[src/hw/hsw_map.svh]
// Register offset, field positions, reset value and timing counts of the
// host supervision watchdog. Assumes inclusion by the watchdog design files.
`ifndef HSW_MAP_SVH
`define HSW_MAP_SVH

// ==========================================================
// Register map
`define HSW_CFG_OFS 16'h0800
`define HSW_CFG_RST 32'hc8000468

// ==========================================================
// Field positions
`define HSW_TMO_HI 29
`define HSW_TMO_LO 28
`define HSW_REF40_BIT 27
`define HSW_GPIO_EN_BIT 19
`define HSW_KICK_BIT 18
`define HSW_ACT_HI 17
`define HSW_ACT_LO 16
`define HSW_EN_BIT 3

// ==========================================================
// Timing, in the units given by each name
`define HSW_SYS_PERIOD_NS 25
`define HSW_TICK_NS 1000000
`define HSW_TMO0_MS 60
`define HSW_TMO1_MS 600
`define HSW_TMO2_MS 3000
`define HSW_TMO3_MS 6000
`define HSW_PULSE_MS 300

`endif

[src/hw/hsw_pkg.sv]
// Types shared by the host supervision watchdog.
// Assumes nothing of its surroundings.
package hsw_pkg;

   // ==========================================================
   // Timeout action codes
   typedef enum logic [1:0] {
      HSW_ACT_IRQ = 2'b00,
      HSW_ACT_RESET = 2'b01,
      HSW_ACT_INHIBIT = 2'b10,
      HSW_ACT_SPARE = 2'b11
   } hsw_action_t;

   // ==========================================================
   // Timer states
   typedef enum logic {
      HSW_IDLE,
      HSW_RUN
   } hsw_state_t;

endpackage

[src/hw/hsw_watchdog.sv]
// Host supervision watchdog with its configuration register.
// Assumes a register strobe port on sys_clk from the serial bridge and an
// asynchronous GPIO restart pin.
`include "hsw_map.svh"

// Operation
// - Three timeout actions from two-bit action field.
// - Default action sets flag, drives output low.
// - Inhibit action: 300 ms pulse, then standby.
// - Reset action: 300 ms reset-output pulse.
// - Timeouts 60 ms, 600 ms, 3 s, 6 s.
// - Bits 29:28 select timeout, 01 is 600 ms.
// - Bits 17:16 select action, 10 is inhibit.
// - Bit 27 selects 40 MHz divider, else 20.
// - Serial kick accepted once enable bit set; GPIO restart optional.
// - Configuration register resets to 0xc8000468.
// - Timer idle until first restart event.
// - Reaching timeout performs selected action.
// - Kick while running clears counter to zero.
// - Timeout also sets watchdog interrupt flag.
module hsw_watchdog import hsw_pkg::*; #(
   parameter int TICK_CYC_40 = `HSW_TICK_NS / `HSW_SYS_PERIOD_NS,
   parameter int TICK_CYC_20 = `HSW_TICK_NS / (`HSW_SYS_PERIOD_NS * 2),
   parameter int MS_W = 13
) (
   // Clock, reset, enable
   input wire logic sys_clk,
   input wire logic rst,
   input wire logic ce,
   // Register strobe port
   input wire logic reg_wr,
   input wire logic reg_rd,
   input wire logic [15:0] reg_addr,
   input wire logic [31:0] reg_wdata,
   output logic [31:0] reg_rdata_q,
   // Restart pin and flag clear
   input wire logic gpio_restart,
   input wire logic irq_flag_clr,
   // Timeout outputs
   output logic irq_flag_q,
   output logic wd_out_n_q,
   output logic inhibit_output_q,
   output logic supervision_restart_bit_out_q,
   output logic standby_req_q
);

   localparam int DIV_W = 16;

   initial begin
      if (TICK_CYC_40 < 2 || TICK_CYC_40 >= (1 << DIV_W) || TICK_CYC_20 < 2
          || TICK_CYC_20 >= (1 << DIV_W)) begin
         $error("hsw_watchdog: tick cycle counts out of range");
      end
      if (MS_W < 13) begin
         $error("hsw_watchdog: MS_W too small for 6 s timeout");
      end
   end

   // ==========================================================
   // Configuration register
   logic [31:0] cfg_q;
   logic cfg_wr, kick, supervision_enable_bit, gpio_en;
   hsw_action_t timeout_action_field;

   assign cfg_wr = reg_wr && (reg_addr == `HSW_CFG_OFS);
   assign kick = cfg_wr && reg_wdata[`HSW_KICK_BIT];
   assign supervision_enable_bit = cfg_q[`HSW_EN_BIT];
   assign gpio_en = cfg_q[`HSW_GPIO_EN_BIT];
   assign timeout_action_field = hsw_action_t'(cfg_q[`HSW_ACT_HI:`HSW_ACT_LO]);

   always_ff @(posedge sys_clk) begin
      if (rst) begin
         cfg_q <= `HSW_CFG_RST;
      end else if (ce && cfg_wr) begin
         cfg_q <= reg_wdata;
         cfg_q[`HSW_KICK_BIT] <= 1'b0;
      end
   end

   always_ff @(posedge sys_clk) begin
      if (rst) begin
         reg_rdata_q <= 32'h0000_0000;
      end else if (ce && reg_rd) begin
         reg_rdata_q <= (reg_addr == `HSW_CFG_OFS) ? cfg_q : 32'h0000_0000;
      end
   end

   // ==========================================================
   // GPIO restart synchroniser and edge detect
   logic gpio_s1_q, gpio_s2_q, gpio_s3_q, gpio_pulse, restart;

   always_ff @(posedge sys_clk) begin
      if (rst) begin
         gpio_s1_q <= 1'b0;
         gpio_s2_q <= 1'b0;
         gpio_s3_q <= 1'b0;
      end else if (ce) begin
         gpio_s1_q <= gpio_restart;
         gpio_s2_q <= gpio_s1_q;
         gpio_s3_q <= gpio_s2_q;
      end
   end

   assign gpio_pulse = gpio_s2_q && !gpio_s3_q;
   assign restart = kick || (gpio_en && gpio_pulse);

   // ==========================================================
   // Millisecond tick
   logic tick;
   logic [DIV_W-1:0] tick_div;
   hsw_state_t state_q;

   assign tick_div = cfg_q[`HSW_REF40_BIT] ? DIV_W'(TICK_CYC_40 - 1)
                                           : DIV_W'(TICK_CYC_20 - 1);

   hsw_tick_gen #(.DIV_W(DIV_W)) u_tick (
      .sys_clk(sys_clk),
      .rst(rst),
      .ce(ce),
      // Keeps ticking through an action pulse so that its width is timed
      .clear(restart || (state_q != HSW_RUN && !inhibit_output_q && !supervision_restart_bit_out_q)),
      .div(tick_div),
      .tick(tick)
   );

   // ==========================================================
   // Supervision timer
   logic [MS_W-1:0] ms_cnt_q, tmo_limit;
   logic timeout;

   always_comb begin
      unique case (cfg_q[`HSW_TMO_HI:`HSW_TMO_LO])
         2'b00: tmo_limit = MS_W'(`HSW_TMO0_MS);
         2'b01: tmo_limit = MS_W'(`HSW_TMO1_MS);
         2'b10: tmo_limit = MS_W'(`HSW_TMO2_MS);
         2'b11: tmo_limit = MS_W'(`HSW_TMO3_MS);
      endcase
   end

   assign timeout = supervision_enable_bit && state_q == HSW_RUN && !restart && tick
                    && (ms_cnt_q + 1'b1 >= tmo_limit);

   always_ff @(posedge sys_clk) begin
      if (rst) begin
         state_q <= HSW_IDLE;
         ms_cnt_q <= '0;
      end else if (ce) begin
         if (!supervision_enable_bit) begin
            state_q <= HSW_IDLE;
            ms_cnt_q <= '0;
         end else if (restart) begin
            state_q <= HSW_RUN;
            ms_cnt_q <= '0;
         end else if (timeout) begin
            state_q <= HSW_IDLE;
            ms_cnt_q <= '0;
         end else if (state_q == HSW_RUN && tick) begin
            ms_cnt_q <= ms_cnt_q + 1'b1;
         end
      end
   end

   // ==========================================================
   // Interrupt flag and watchdog output pin
   always_ff @(posedge sys_clk) begin
      if (rst) begin
         irq_flag_q <= 1'b0;
         wd_out_n_q <= 1'b1;
      end else if (ce) begin
         if (timeout) begin
            irq_flag_q <= 1'b1;
         end else if (irq_flag_clr) begin
            irq_flag_q <= 1'b0;
         end
         if (timeout && timeout_action_field != HSW_ACT_RESET
             && timeout_action_field != HSW_ACT_INHIBIT) begin
            wd_out_n_q <= 1'b0;
         end else if (irq_flag_clr || restart) begin
            wd_out_n_q <= 1'b1;
         end
      end
   end

   // ==========================================================
   // 300 ms action pulses
   logic [MS_W-1:0] pulse_cnt_q;
   logic pulse_end;

   assign pulse_end = (inhibit_output_q || supervision_restart_bit_out_q) && tick
                      && (pulse_cnt_q + 1'b1 >= MS_W'(`HSW_PULSE_MS));

   always_ff @(posedge sys_clk) begin
      if (rst) begin
         inhibit_output_q <= 1'b0;
         supervision_restart_bit_out_q <= 1'b0;
         standby_req_q <= 1'b0;
         pulse_cnt_q <= '0;
      end else if (ce) begin
         standby_req_q <= 1'b0;
         if (!supervision_enable_bit) begin
            inhibit_output_q <= 1'b0;
            supervision_restart_bit_out_q <= 1'b0;
            pulse_cnt_q <= '0;
         end else if (timeout) begin
            inhibit_output_q <= (timeout_action_field == HSW_ACT_INHIBIT);
            supervision_restart_bit_out_q <= (timeout_action_field == HSW_ACT_RESET);
            pulse_cnt_q <= '0;
         end else if (pulse_end) begin
            standby_req_q <= inhibit_output_q;
            inhibit_output_q <= 1'b0;
            supervision_restart_bit_out_q <= 1'b0;
            pulse_cnt_q <= '0;
         end else if ((inhibit_output_q || supervision_restart_bit_out_q) && tick) begin
            pulse_cnt_q <= pulse_cnt_q + 1'b1;
         end
      end
   end
endmodule // hsw_watchdog

[src/hw/hsw_tick_gen.sv]
// Millisecond tick prescaler of the watchdog.
// Assumes clear, ce and div come from logic on sys_clk.
module hsw_tick_gen #(
   parameter int DIV_W = 16
) (
   // Clock and control
   input wire logic sys_clk,
   input wire logic rst,
   input wire logic ce,
   input wire logic clear,
   // Cycles per tick, minus one
   input wire logic [DIV_W-1:0] div,
   // One-cycle tick
   output logic tick
);

   initial begin
      if (DIV_W < 2 || DIV_W > 31) begin
         $error("hsw_tick_gen: DIV_W out of range");
      end
   end

   logic [DIV_W-1:0] cnt_q;

   always_ff @(posedge sys_clk) begin
      if (rst || clear) begin
         cnt_q <= '0;
         tick <= 1'b0;
      end else if (ce) begin
         tick <= (cnt_q == div);
         cnt_q <= (cnt_q == div) ? '0 : cnt_q + 1'b1;
      end
   end

endmodule // hsw_tick_gen

[config.mk]
export PLATFORM = sky130hd
export DESIGN_NAME = hsw_watchdog
export DESIGN_NICKNAME = d
export VERILOG_FILES = /design/src/hw/hsw_pkg.sv /design/src/hw/hsw_watchdog.sv /design/src/hw/hsw_tick_gen.sv
export VERILOG_INCLUDE_DIRS = /design/src /design/src/hw
export SDC_FILE = /design/constraint.sdc
export NUM_CORES = 1
export LEC_CHECK = 0
export BUFFER_PORTS_ARGS = -buffer_cell sky130_fd_sc_hd__buf_2
export CAP_MARGIN = 20
export CORE_UTILIZATION = 25
export DETAILED_ROUTE_END_ITERATION = 12
export PLACE_DENSITY = 0.52
export SLEW_MARGIN = 20
export SYNTH_ARGS = -nofsm -noshare
export SYNTH_HDL_FRONTEND = slang
export SYNTH_HIERARCHICAL = 1
export SYNTH_SLANG_ARGS = --single-unit
export TNS_END_PERCENT = 30
[constraint.sdc]
create_clock -name sys_clk -period 5.3 [get_ports sys_clk]
set_input_delay 0.795 -clock sys_clk [delete_from_list [all_inputs] [get_ports sys_clk]]
set_output_delay 0.795 -clock sys_clk [all_outputs]
set_load 0.1 [all_outputs]
==> impl_metrics.py, run 1 <==
metrics = {
    "worst_setup_path": {
        "cp.arrival_ns": 4.34,
        "crit_start": "ms_cnt_q[0]$_SDFFE_PP0P_",
        "endpoint": "pulse_cnt_q[9]$_SDFFE_PP0P_",
        "crit_path_start_kind": "register",
        "worst-setup-path-type": "register to register",
        "r2r-start": "ms_cnt_q[0]$_SDFFE_PP0P_",
        "crit_fanout": 11,
        "cp.required_ns": 5.64,
        "r2r_slack_ns": 1.30,
        "reg2regPathDepth": 14,
        "reg2reg_to": "pulse_cnt_q[9]$_SDFFE_PP0P_",
        "crit_path_end_kind": "register",
    },
    "logic_synthesis": {
        "avgSynthCellArea_um2": 8.54,
        "ys_ff_latch": 114,
        "synth_ff_type": "dfxtp_1",
        "ys_async_sr_fraction": 0,
        "synth_cell_type_count": 71,
        "netlist_area_um2": 5510,
        "yosys_warnings": 6,
        "synth_top_area_share": 0.414,
        "netlist_top_cells_area": "dfxtp_1, nand2_1, a22oi_1, xor2_1, nor2_1",
        "syn_inst": 645,
        "synth_edf_count": 0,
        "ys_seq_area_frac": 0.414,
        "yosysTopAreaCell": "dfxtp_1",
    },
    "floorplan": {
        "die_height_um": 150,
        "start_util": 0.259,
        "std_cell_rows": 53,
        "dieArea_um2": 22600,
        "io-pin-count": 92,
        "die_width_um": 150,
        "core_um2": 21300,
    },
    "grt": {
        "grt_max_degree": 51,
        "grt_pass1_vias": 4425,
        "grt_usage": 0.131,
        "overflow": 0,
        "grt_antenna_before_repair": 0,
        "grt_pass1_wl_um": 22900,
    },
    "power_and_ir_drop": {
        "ir_drop_mv": 0.303,
        "p_leak_nw": 2.69,
        "comb_power_share": 0.027,
        "switchingPower_w": 0.000432,
        "power_frac_clock": 0.575,
        "p_int_w": 0.00173,
        "switching_share": 0.200,
        "powerDensity_nw_per_um2": 315,
        "seqPwrFrac": 0.398,
    },
    "placement": {
        "dpl.hpwl_um": 9470,
        "gp_congestion": 0.751,
        "place_ws_ns": 1.31,
        "placed_area_um2": 6200,
        "port_buffers": 90,
    },
    "clocking": {
        "cts_tree": "yes",
        "clock_sinks": 114,
        "cts_setup_buffers": 0,
        "cts_max_level": 4,
        "cts_buffer_depth": 2,
        "cts-resized-gates": 0,
        "clk_latency_ns": 0.41,
        "cts_root_buf": "clkbuf_16",
        "path_clk_slew_ns": 0.05,
        "cts_made_buffers": 17,
        "hold_buffers": 0,
    },
    "detailed_routing": {
        "route.met2.wl_um": 6210,
        "vias_per_cell": 4.66,
        "drc_errors": 0,
        "first_pass_iters": 4,
        "dr_wl_met3_um": 734,
        "wire_per_inst_um": 13.6,
        "final_antenna_net_count": 0,
        "routed_wl_um": 13800,
        "top_layer": "met4",
        "wirelength_met1_um": 6710,
        "first_iter_violations": 250,
        "num_vias": 4741,
    },
    "status": {
        "outcome": "finished, final reports clean",
    },
    "layout": {
        "final_layout_size_suffix_gt1_frac": 0.212,
        "nNetsFinal": 799,
        "regArea_um2": 2280,
        "multi_input_area_um2": 3060,
        "nFillCells": 2251,
        "area_delta_synth_final_pct": 24.4,
        "design_area_um2": 6850,
    },
    "sta": {
        "fin_crit_sh": 0.754,
        "clock_skew_ns": 0.0150,
        "timing.setup.tns_ns": 0,
        "setup_slack_ns": 1.30,
        "finalSetupViolCount": 0,
        "rsz0062_at_grt": "no",
        "slew_headroom": 0.372,
        "timing_hold_violations_final": 0,
        "worstMarginPinSlew_ns": 0.941,
        "fmax_mhz": 250,
        "fin_crit_ns": 4.00,
        "drv_slew": 0,
    },
    "hold_path": {
        "min-delay-start": "cfg_q[21]$_SDFFE_PP0P_",
        "hold_path_class": "register to register",
    },
    "run": {
        "maxCapViolations": 0,
    },
}
cells in the mapped netlist, types with 2 or more instances:
library cell,instances
a21oi_1,38
nand4_2,2
clkbuf_1,28
nor4_1,7
a211o_1,2
nor2_1,71
or3b_1,3
xor2_1,31
a22oi_1,37
nand2b_1,6
a221oi_1,2
nor3_1,24
mux2i_1,8
o21ai_0,4
nor2b_1,2
inv_1,8
o211ai_1,2
buf_4,3
o31ai_1,2
or2_2,6
and2_1,6
buf_2,7
ha_1,15
xnor2_1,13
conb_1,2
o21ai_1,3
and3_1,5
nand2_1,91
nand3_2,2
dfxtp_1,114
a21bo_1,2
nor4_2,3
nand3b_1,11
nand4_1,9
nand3_1,29
a31oi_1,8
o21a_1,5
per-stage QoR:
step	utilization	instances	hold WS, ns	power [W]
final	0.322	1017	0.447	0.00216
after global routing	0.322	1016	0.471	0.00223
after CTS	0.322	1016	0.451	0.00219
after detailed placement	0.291	985	0.444	0.000935
after global placement	0.291	985	0.439	0.000935
after floorplan	-	655	0.432	0.000907
state kept, by name (all words and copies together), names as in the netlist, 13 cells and up:
name	cells
pulse_cnt_q	13
reg_rdata_q	31
ms_cnt_q	13
u_tick/cnt_q	16
cfg_q	31
area by class of cell:
| type | count | area share |
|---|---|---|
| clock inverter | 8 | 0.0217 |
| sequential | 114 | 0.333 |
| multi-input combinational | 493 | 0.447 |
| inverter | 8 | 0.00438 |
| timing repair buffer | 95 | 0.0712 |
| tap | 275 | 0.0502 |
| antenna | 1 | 0.000365 |
| clock buffer | 23 | 0.0727 |
cell families (layout without fill, tap and decap cells):
logic type / Yosys count / after routing / synth area share
AOI/OAI and AO/OA: 123 / 123 / 0.159
xor gates and xnor gates: 44 / 44 / 0.0700
adders and majority gates: 15 / 15 / 0.0341
buffers and inverters: 48 / 134 / 0.0377
DFF: 114 / 114 / 0.414
muxes: 8 / 8 / 0.0145
other: 2 / 13 / 0.00136
and+or+nand+nor: 291 / 291 / 0.269
worst max-delay path, cell delays in order, from the launching register on:
cell and delay [ns]:
dfxtp_1 0.42, ha_1 0.30, nand2_1 0.10, nor3_1 0.29, nand3_1 0.21, nor2_1 0.17, xor2_1 0.19, ha_1 0.26
or2_2 0.32, a31oi_2 0.26, o311a_1 0.25, a221oi_4 0.07, o21ai_1 0.64, nor2b_1 0.29, and2_1 0.16
power groups by stage:
stage | registers (W) | logic, W | clock network, W
after floorplan | 0.000877 | 0.0000302 | 0
after global placement | 0.000877 | 0.0000581 | 0
after detailed placement | 0.000877 | 0.0000582 | 0
after CTS | 0.000859 | 0.0000586 | 0.00127
after global routing | 0.000858 | 0.0000642 | 0.00131
final | 0.000859 | 0.0000578 | 0.00124
worst min-delay path by stage:
stage                             endpoint  slack [ns]  cells past startpoint
floorplan            cfg_q[0]$_SDFFE_PP0P_        0.43                      2
global placement    cfg_q[22]$_SDFFE_PP0P_        0.44                      2
detailed placement  cfg_q[13]$_SDFFE_PP0P_        0.44                      2
CTS                  cfg_q[1]$_SDFFE_PP0P_        0.45                      2
global route         cfg_q[9]$_SDFFE_PP0P_        0.47                      2
finish              cfg_q[21]$_SDFFE_PP0P_        0.45                      2
cells in the final DEF, fill, tap and decap left out, types with 13 or more instances in the layout:
| cell | count |
|---|---|
| a21oi_1 | 38 |
| a22oi_1 | 37 |
| buf_2 | 90 |
| clkbuf_16 | 17 |
| dfxtp_1 | 114 |
| ha_1 | 15 |
| nand2_1 | 91 |
| nand3_1 | 29 |
| nor2_1 | 69 |
| nor3_1 | 24 |
| xnor2_1 | 13 |
| xor2_1 | 31 |
per-layer routing:
metal | vias to the layer above | global-route usage
li1 | 2443 | -
met1 | 2203 | 0.166
met2 | 85 | 0.203
met3 | 10 | 0.0461
met4 | 0 | 0.0470
met5 | - | 0
Note: power is estimated with default switching activity, not from simulation.
==> run 2: changes to the inputs <==
--- a/config.mk
+++ b/config.mk
@@ -6,6 +6,7 @@
 export SDC_FILE = /design/constraint.sdc
 export NUM_CORES = 1
 export LEC_CHECK = 0
+export ABC_AREA = 1
 export BUFFER_PORTS_ARGS = -buffer_cell sky130_fd_sc_hd__buf_2
 export CAP_MARGIN = 20
 export CORE_UTILIZATION = 25
==> constraint.sdc (replaced) <==
create_clock -name sys_clk -period 3.7 [get_ports sys_clk]
set_input_delay 0.555 -clock sys_clk [delete_from_list [all_inputs] [get_ports sys_clk]]
set_output_delay 0.555 -clock sys_clk [all_outputs]
set_load 0.1 [all_outputs]
==> impl_metrics.py, run 2 <==
metrics = {
    "layout": {
        "nNetsFinal": 1012,
        "post-route-util": 0.320,
        "area_delta_synth_final_pct": 24.0,
        "nFillCells": 2381,
        "multi_input_area_um2": 2980,
        "final_common_cell": "nand2_1",
        "mostFrequentLayoutCells": "nand2_1, nor2_1, dfxtp_1",
        "n_antenna_cell": 0,
        "regArea_um2": 2280,
        "top_regs": "cfg_q x31, reg_rdata_q x31, u_tick/cnt_q x16",
        "final_layout_size_suffix_gt1_frac": 0.170,
    },
    "sta": {
        "worstMarginPinSlew_ns": 0.704,
        "fmax_mhz": 329,
        "clock_skew_ns": 0.00840,
        "drv_slew": 0,
        "finalSetupViolCount": 0,
        "rsz0062_at_grt": "no",
        "fin_crit_ns": 3.04,
        "whs_ns": 0.345,
        "timing_hold_violations_final": 0,
        "timing.setup.tns_ns": 0,
        "slew_headroom": 0.530,
        "fin_crit_sh": 0.822,
    },
    "clocking": {
        "clock_sinks": 114,
        "hold_buffers": 0,
        "cts_root_buf": "clkbuf_16",
        "cts_buffer_depth": 2,
        "cts-resized-gates": 0,
        "cts_max_level": 4,
        "cts_tree": "yes",
        "clk_latency_ns": 0.41,
        "path_clk_slew_ns": 0.05,
        "cts_made_buffers": 17,
        "cts_setup_buffers": 0,
    },
    "grt": {
        "grt_pass1_wl_um": 24600,
        "grt_max_degree": 74,
        "grt_pass1_vias": 4907,
        "grt_usage": 0.132,
        "grt_antenna_before_repair": 0,
        "overflow": 0,
    },
    "detailed_routing": {
        "final_antenna_net_count": 0,
        "vias_per_cell": 4.29,
        "num_vias": 5303,
        "routed_wl_um": 14900,
        "first_iter_violations": 289,
        "wire_per_inst_um": 12.0,
        "drc_errors": 0,
        "first_pass_iters": 4,
    },
    "worst_setup_path": {
        "cp.required_ns": 4.02,
        "worst-setup-path-type": "register to register",
        "cp.depth": 17,
        "reg2regPathDepth": 17,
        "path_cells": "ha_1, nand4_1, nor2_1, nand3_1, nor2_1, nand2_1, xnor2_1, ha_1, a21oi_1, nor2_1, a211oi_1, nand2_1, nand3_2, nand3_1, nand2_2, inv_1, nor3_1",
        "cp_slowest_cell": "dfxtp_1",
        "slowest_delay_ns": 0.37,
        "cp.buffers_inverters": 1,
        "crit_path_start_kind": "register",
        "crit_top_cell": "nor2_1",
        "crit_path_end_kind": "register",
        "cp.arrival_ns": 3.36,
        "crit_fanout": 19,
        "crit_family": "simple AND/OR/NAND/NOR gates",
    },
    "floorplan": {
        "io-pin-count": 92,
        "dieArea_um2": 23400,
        "die_width_um": 153,
        "std_cell_rows": 54,
        "start_util": 0.258,
        "die_height_um": 153,
        "core_um2": 22100,
    },
    "status": {
        "outcome": "finished, final reports clean",
    },
    "logic_synthesis": {
        "synth_top_area_share": 0.401,
        "yosysTopAreaCell": "dfxtp_1",
        "yosys_warnings": 6,
        "ys_ff_latch": 114,
        "ys_async_sr_fraction": 0,
        "synth_cell_type_count": 32,
        "synth_edf_count": 0,
        "synth_most_common_cell": "nand2_1",
        "netlist_area_um2": 5700,
        "synth_ff_type": "dfxtp_1",
        "syn_inst": 840,
        "ys_seq_area_frac": 0.401,
        "netlist_top_cells_area": "dfxtp_1, nand2_1, nor2_1, o21ai_0, inv_1",
        "avgSynthCellArea_um2": 6.78,
        "ys_top_cells_by_count": "nand2_1, nor2_1, dfxtp_1, inv_1, o21ai_0",
    },
    "placement": {
        "gp_congestion": 0.807,
        "port_buffers": 90,
        "dpl.hpwl_um": 10300,
    },
    "power_and_ir_drop": {
        "powerDensity_nw_per_um2": 446,
        "p_leak_nw": 3.22,
        "ir_drop_mv": 0.326,
    },
    "hold_path": {
        "holdPathStages": 3,
        "hold_path_class": "primary input to register",
    },
    "run": {
        "maxCapViolations": 0,
    },
}
==> run 2: cell count changes after synthesis, moves of 8 or more <==
cell / delta
nand3_1: +18
a21oi_1: +18
mux2i_1: -8
inv_1: +75
nand2_1: +115
nor2_1: +56
nand3b_1: -9
o21ai_0: +60
a22oi_1: -37
a31oi_1: -8
nor3_1: -15
nor2_2: +18
xor2_1: -11
==> run 2: layout make-up <==
cell class / count / area share
multi-input cells: 622 / 0.422
inverters: 89 / 0.0473
clock inverters: 9 / 0.0149
flip-flops and latches: 114 / 0.323
clock buffers: 23 / 0.0677
well taps: 280 / 0.0496
repair buffers: 98 / 0.0751
==> run 2: tightest hold or removal path, stage by stage <==
cell     delay, ns
buf_2         0.08
nand2_1       0.04
nand3_1       0.05
==> run 2: power breakdown <==
part	internal [W]	switching (W)	leakage (nW)
combinational	0.0000566	0.000219	2.02
sequential	0.00125	0.00000917	0.924
clock	0.00104	0.000574	0.275
total	0.00235	0.000802	3.22
==> run 2: cell families after synthesis <==
family / Yosys count / synth area share
AND/OR/NAND/NOR: 432 / 0.321
AO/OA/AOI/OAI: 127 / 0.115
buffers and inverters: 124 / 0.0892
flip-flops: 114 / 0.401
XOR/XNOR: 26 / 0.0400
adder cells (fa/ha/maj): 15 / 0.0330
other: 2 / 0.00132
==> run 2: metal layers <==
metal	part of all wire	GRT usage
met1	0.48	0.164
met2	0.45	0.213
met3	0.062	0.0482
met4	0.0086	0.0390
met5	0	0
==> run 2: stage by stage <==
stage | setup slack, ns | power, W | area [um^2] | cells
2_1_floorplan | 1.01 | 0.00149 | 5770 | 860
3_3_place_gp | 0.680 | 0.00156 | 6450 | 1202
3_5_place_dp | 0.665 | 0.00156 | 6450 | 1202
4_1_cts | 0.623 | 0.00318 | 7030 | 1234
5_1_grt | 0.258 | 0.00326 | 7060 | 1235
6_report | 0.660 | 0.00315 | 7060 | 1235
==> run 2: final timing paths <==
check	start	endpoint	slack, ns
setup / recovery	ms_cnt_q[1]$_SDFFE_PP0P_	pulse_cnt_q[9]$_SDFFE_PP0P_	0.66
hold / removal	reg_wdata[10]	cfg_q[10]$_SDFFE_PP1P_	0.35
setup reg to reg	ms_cnt_q[1]$_SDFFE_PP0P_	pulse_cnt_q[9]$_SDFFE_PP0P_	0.66
hold reg to reg	cfg_q[23]$_SDFFE_PP0P_	reg_rdata_q[23]$_SDFFE_PP0P_	0.46
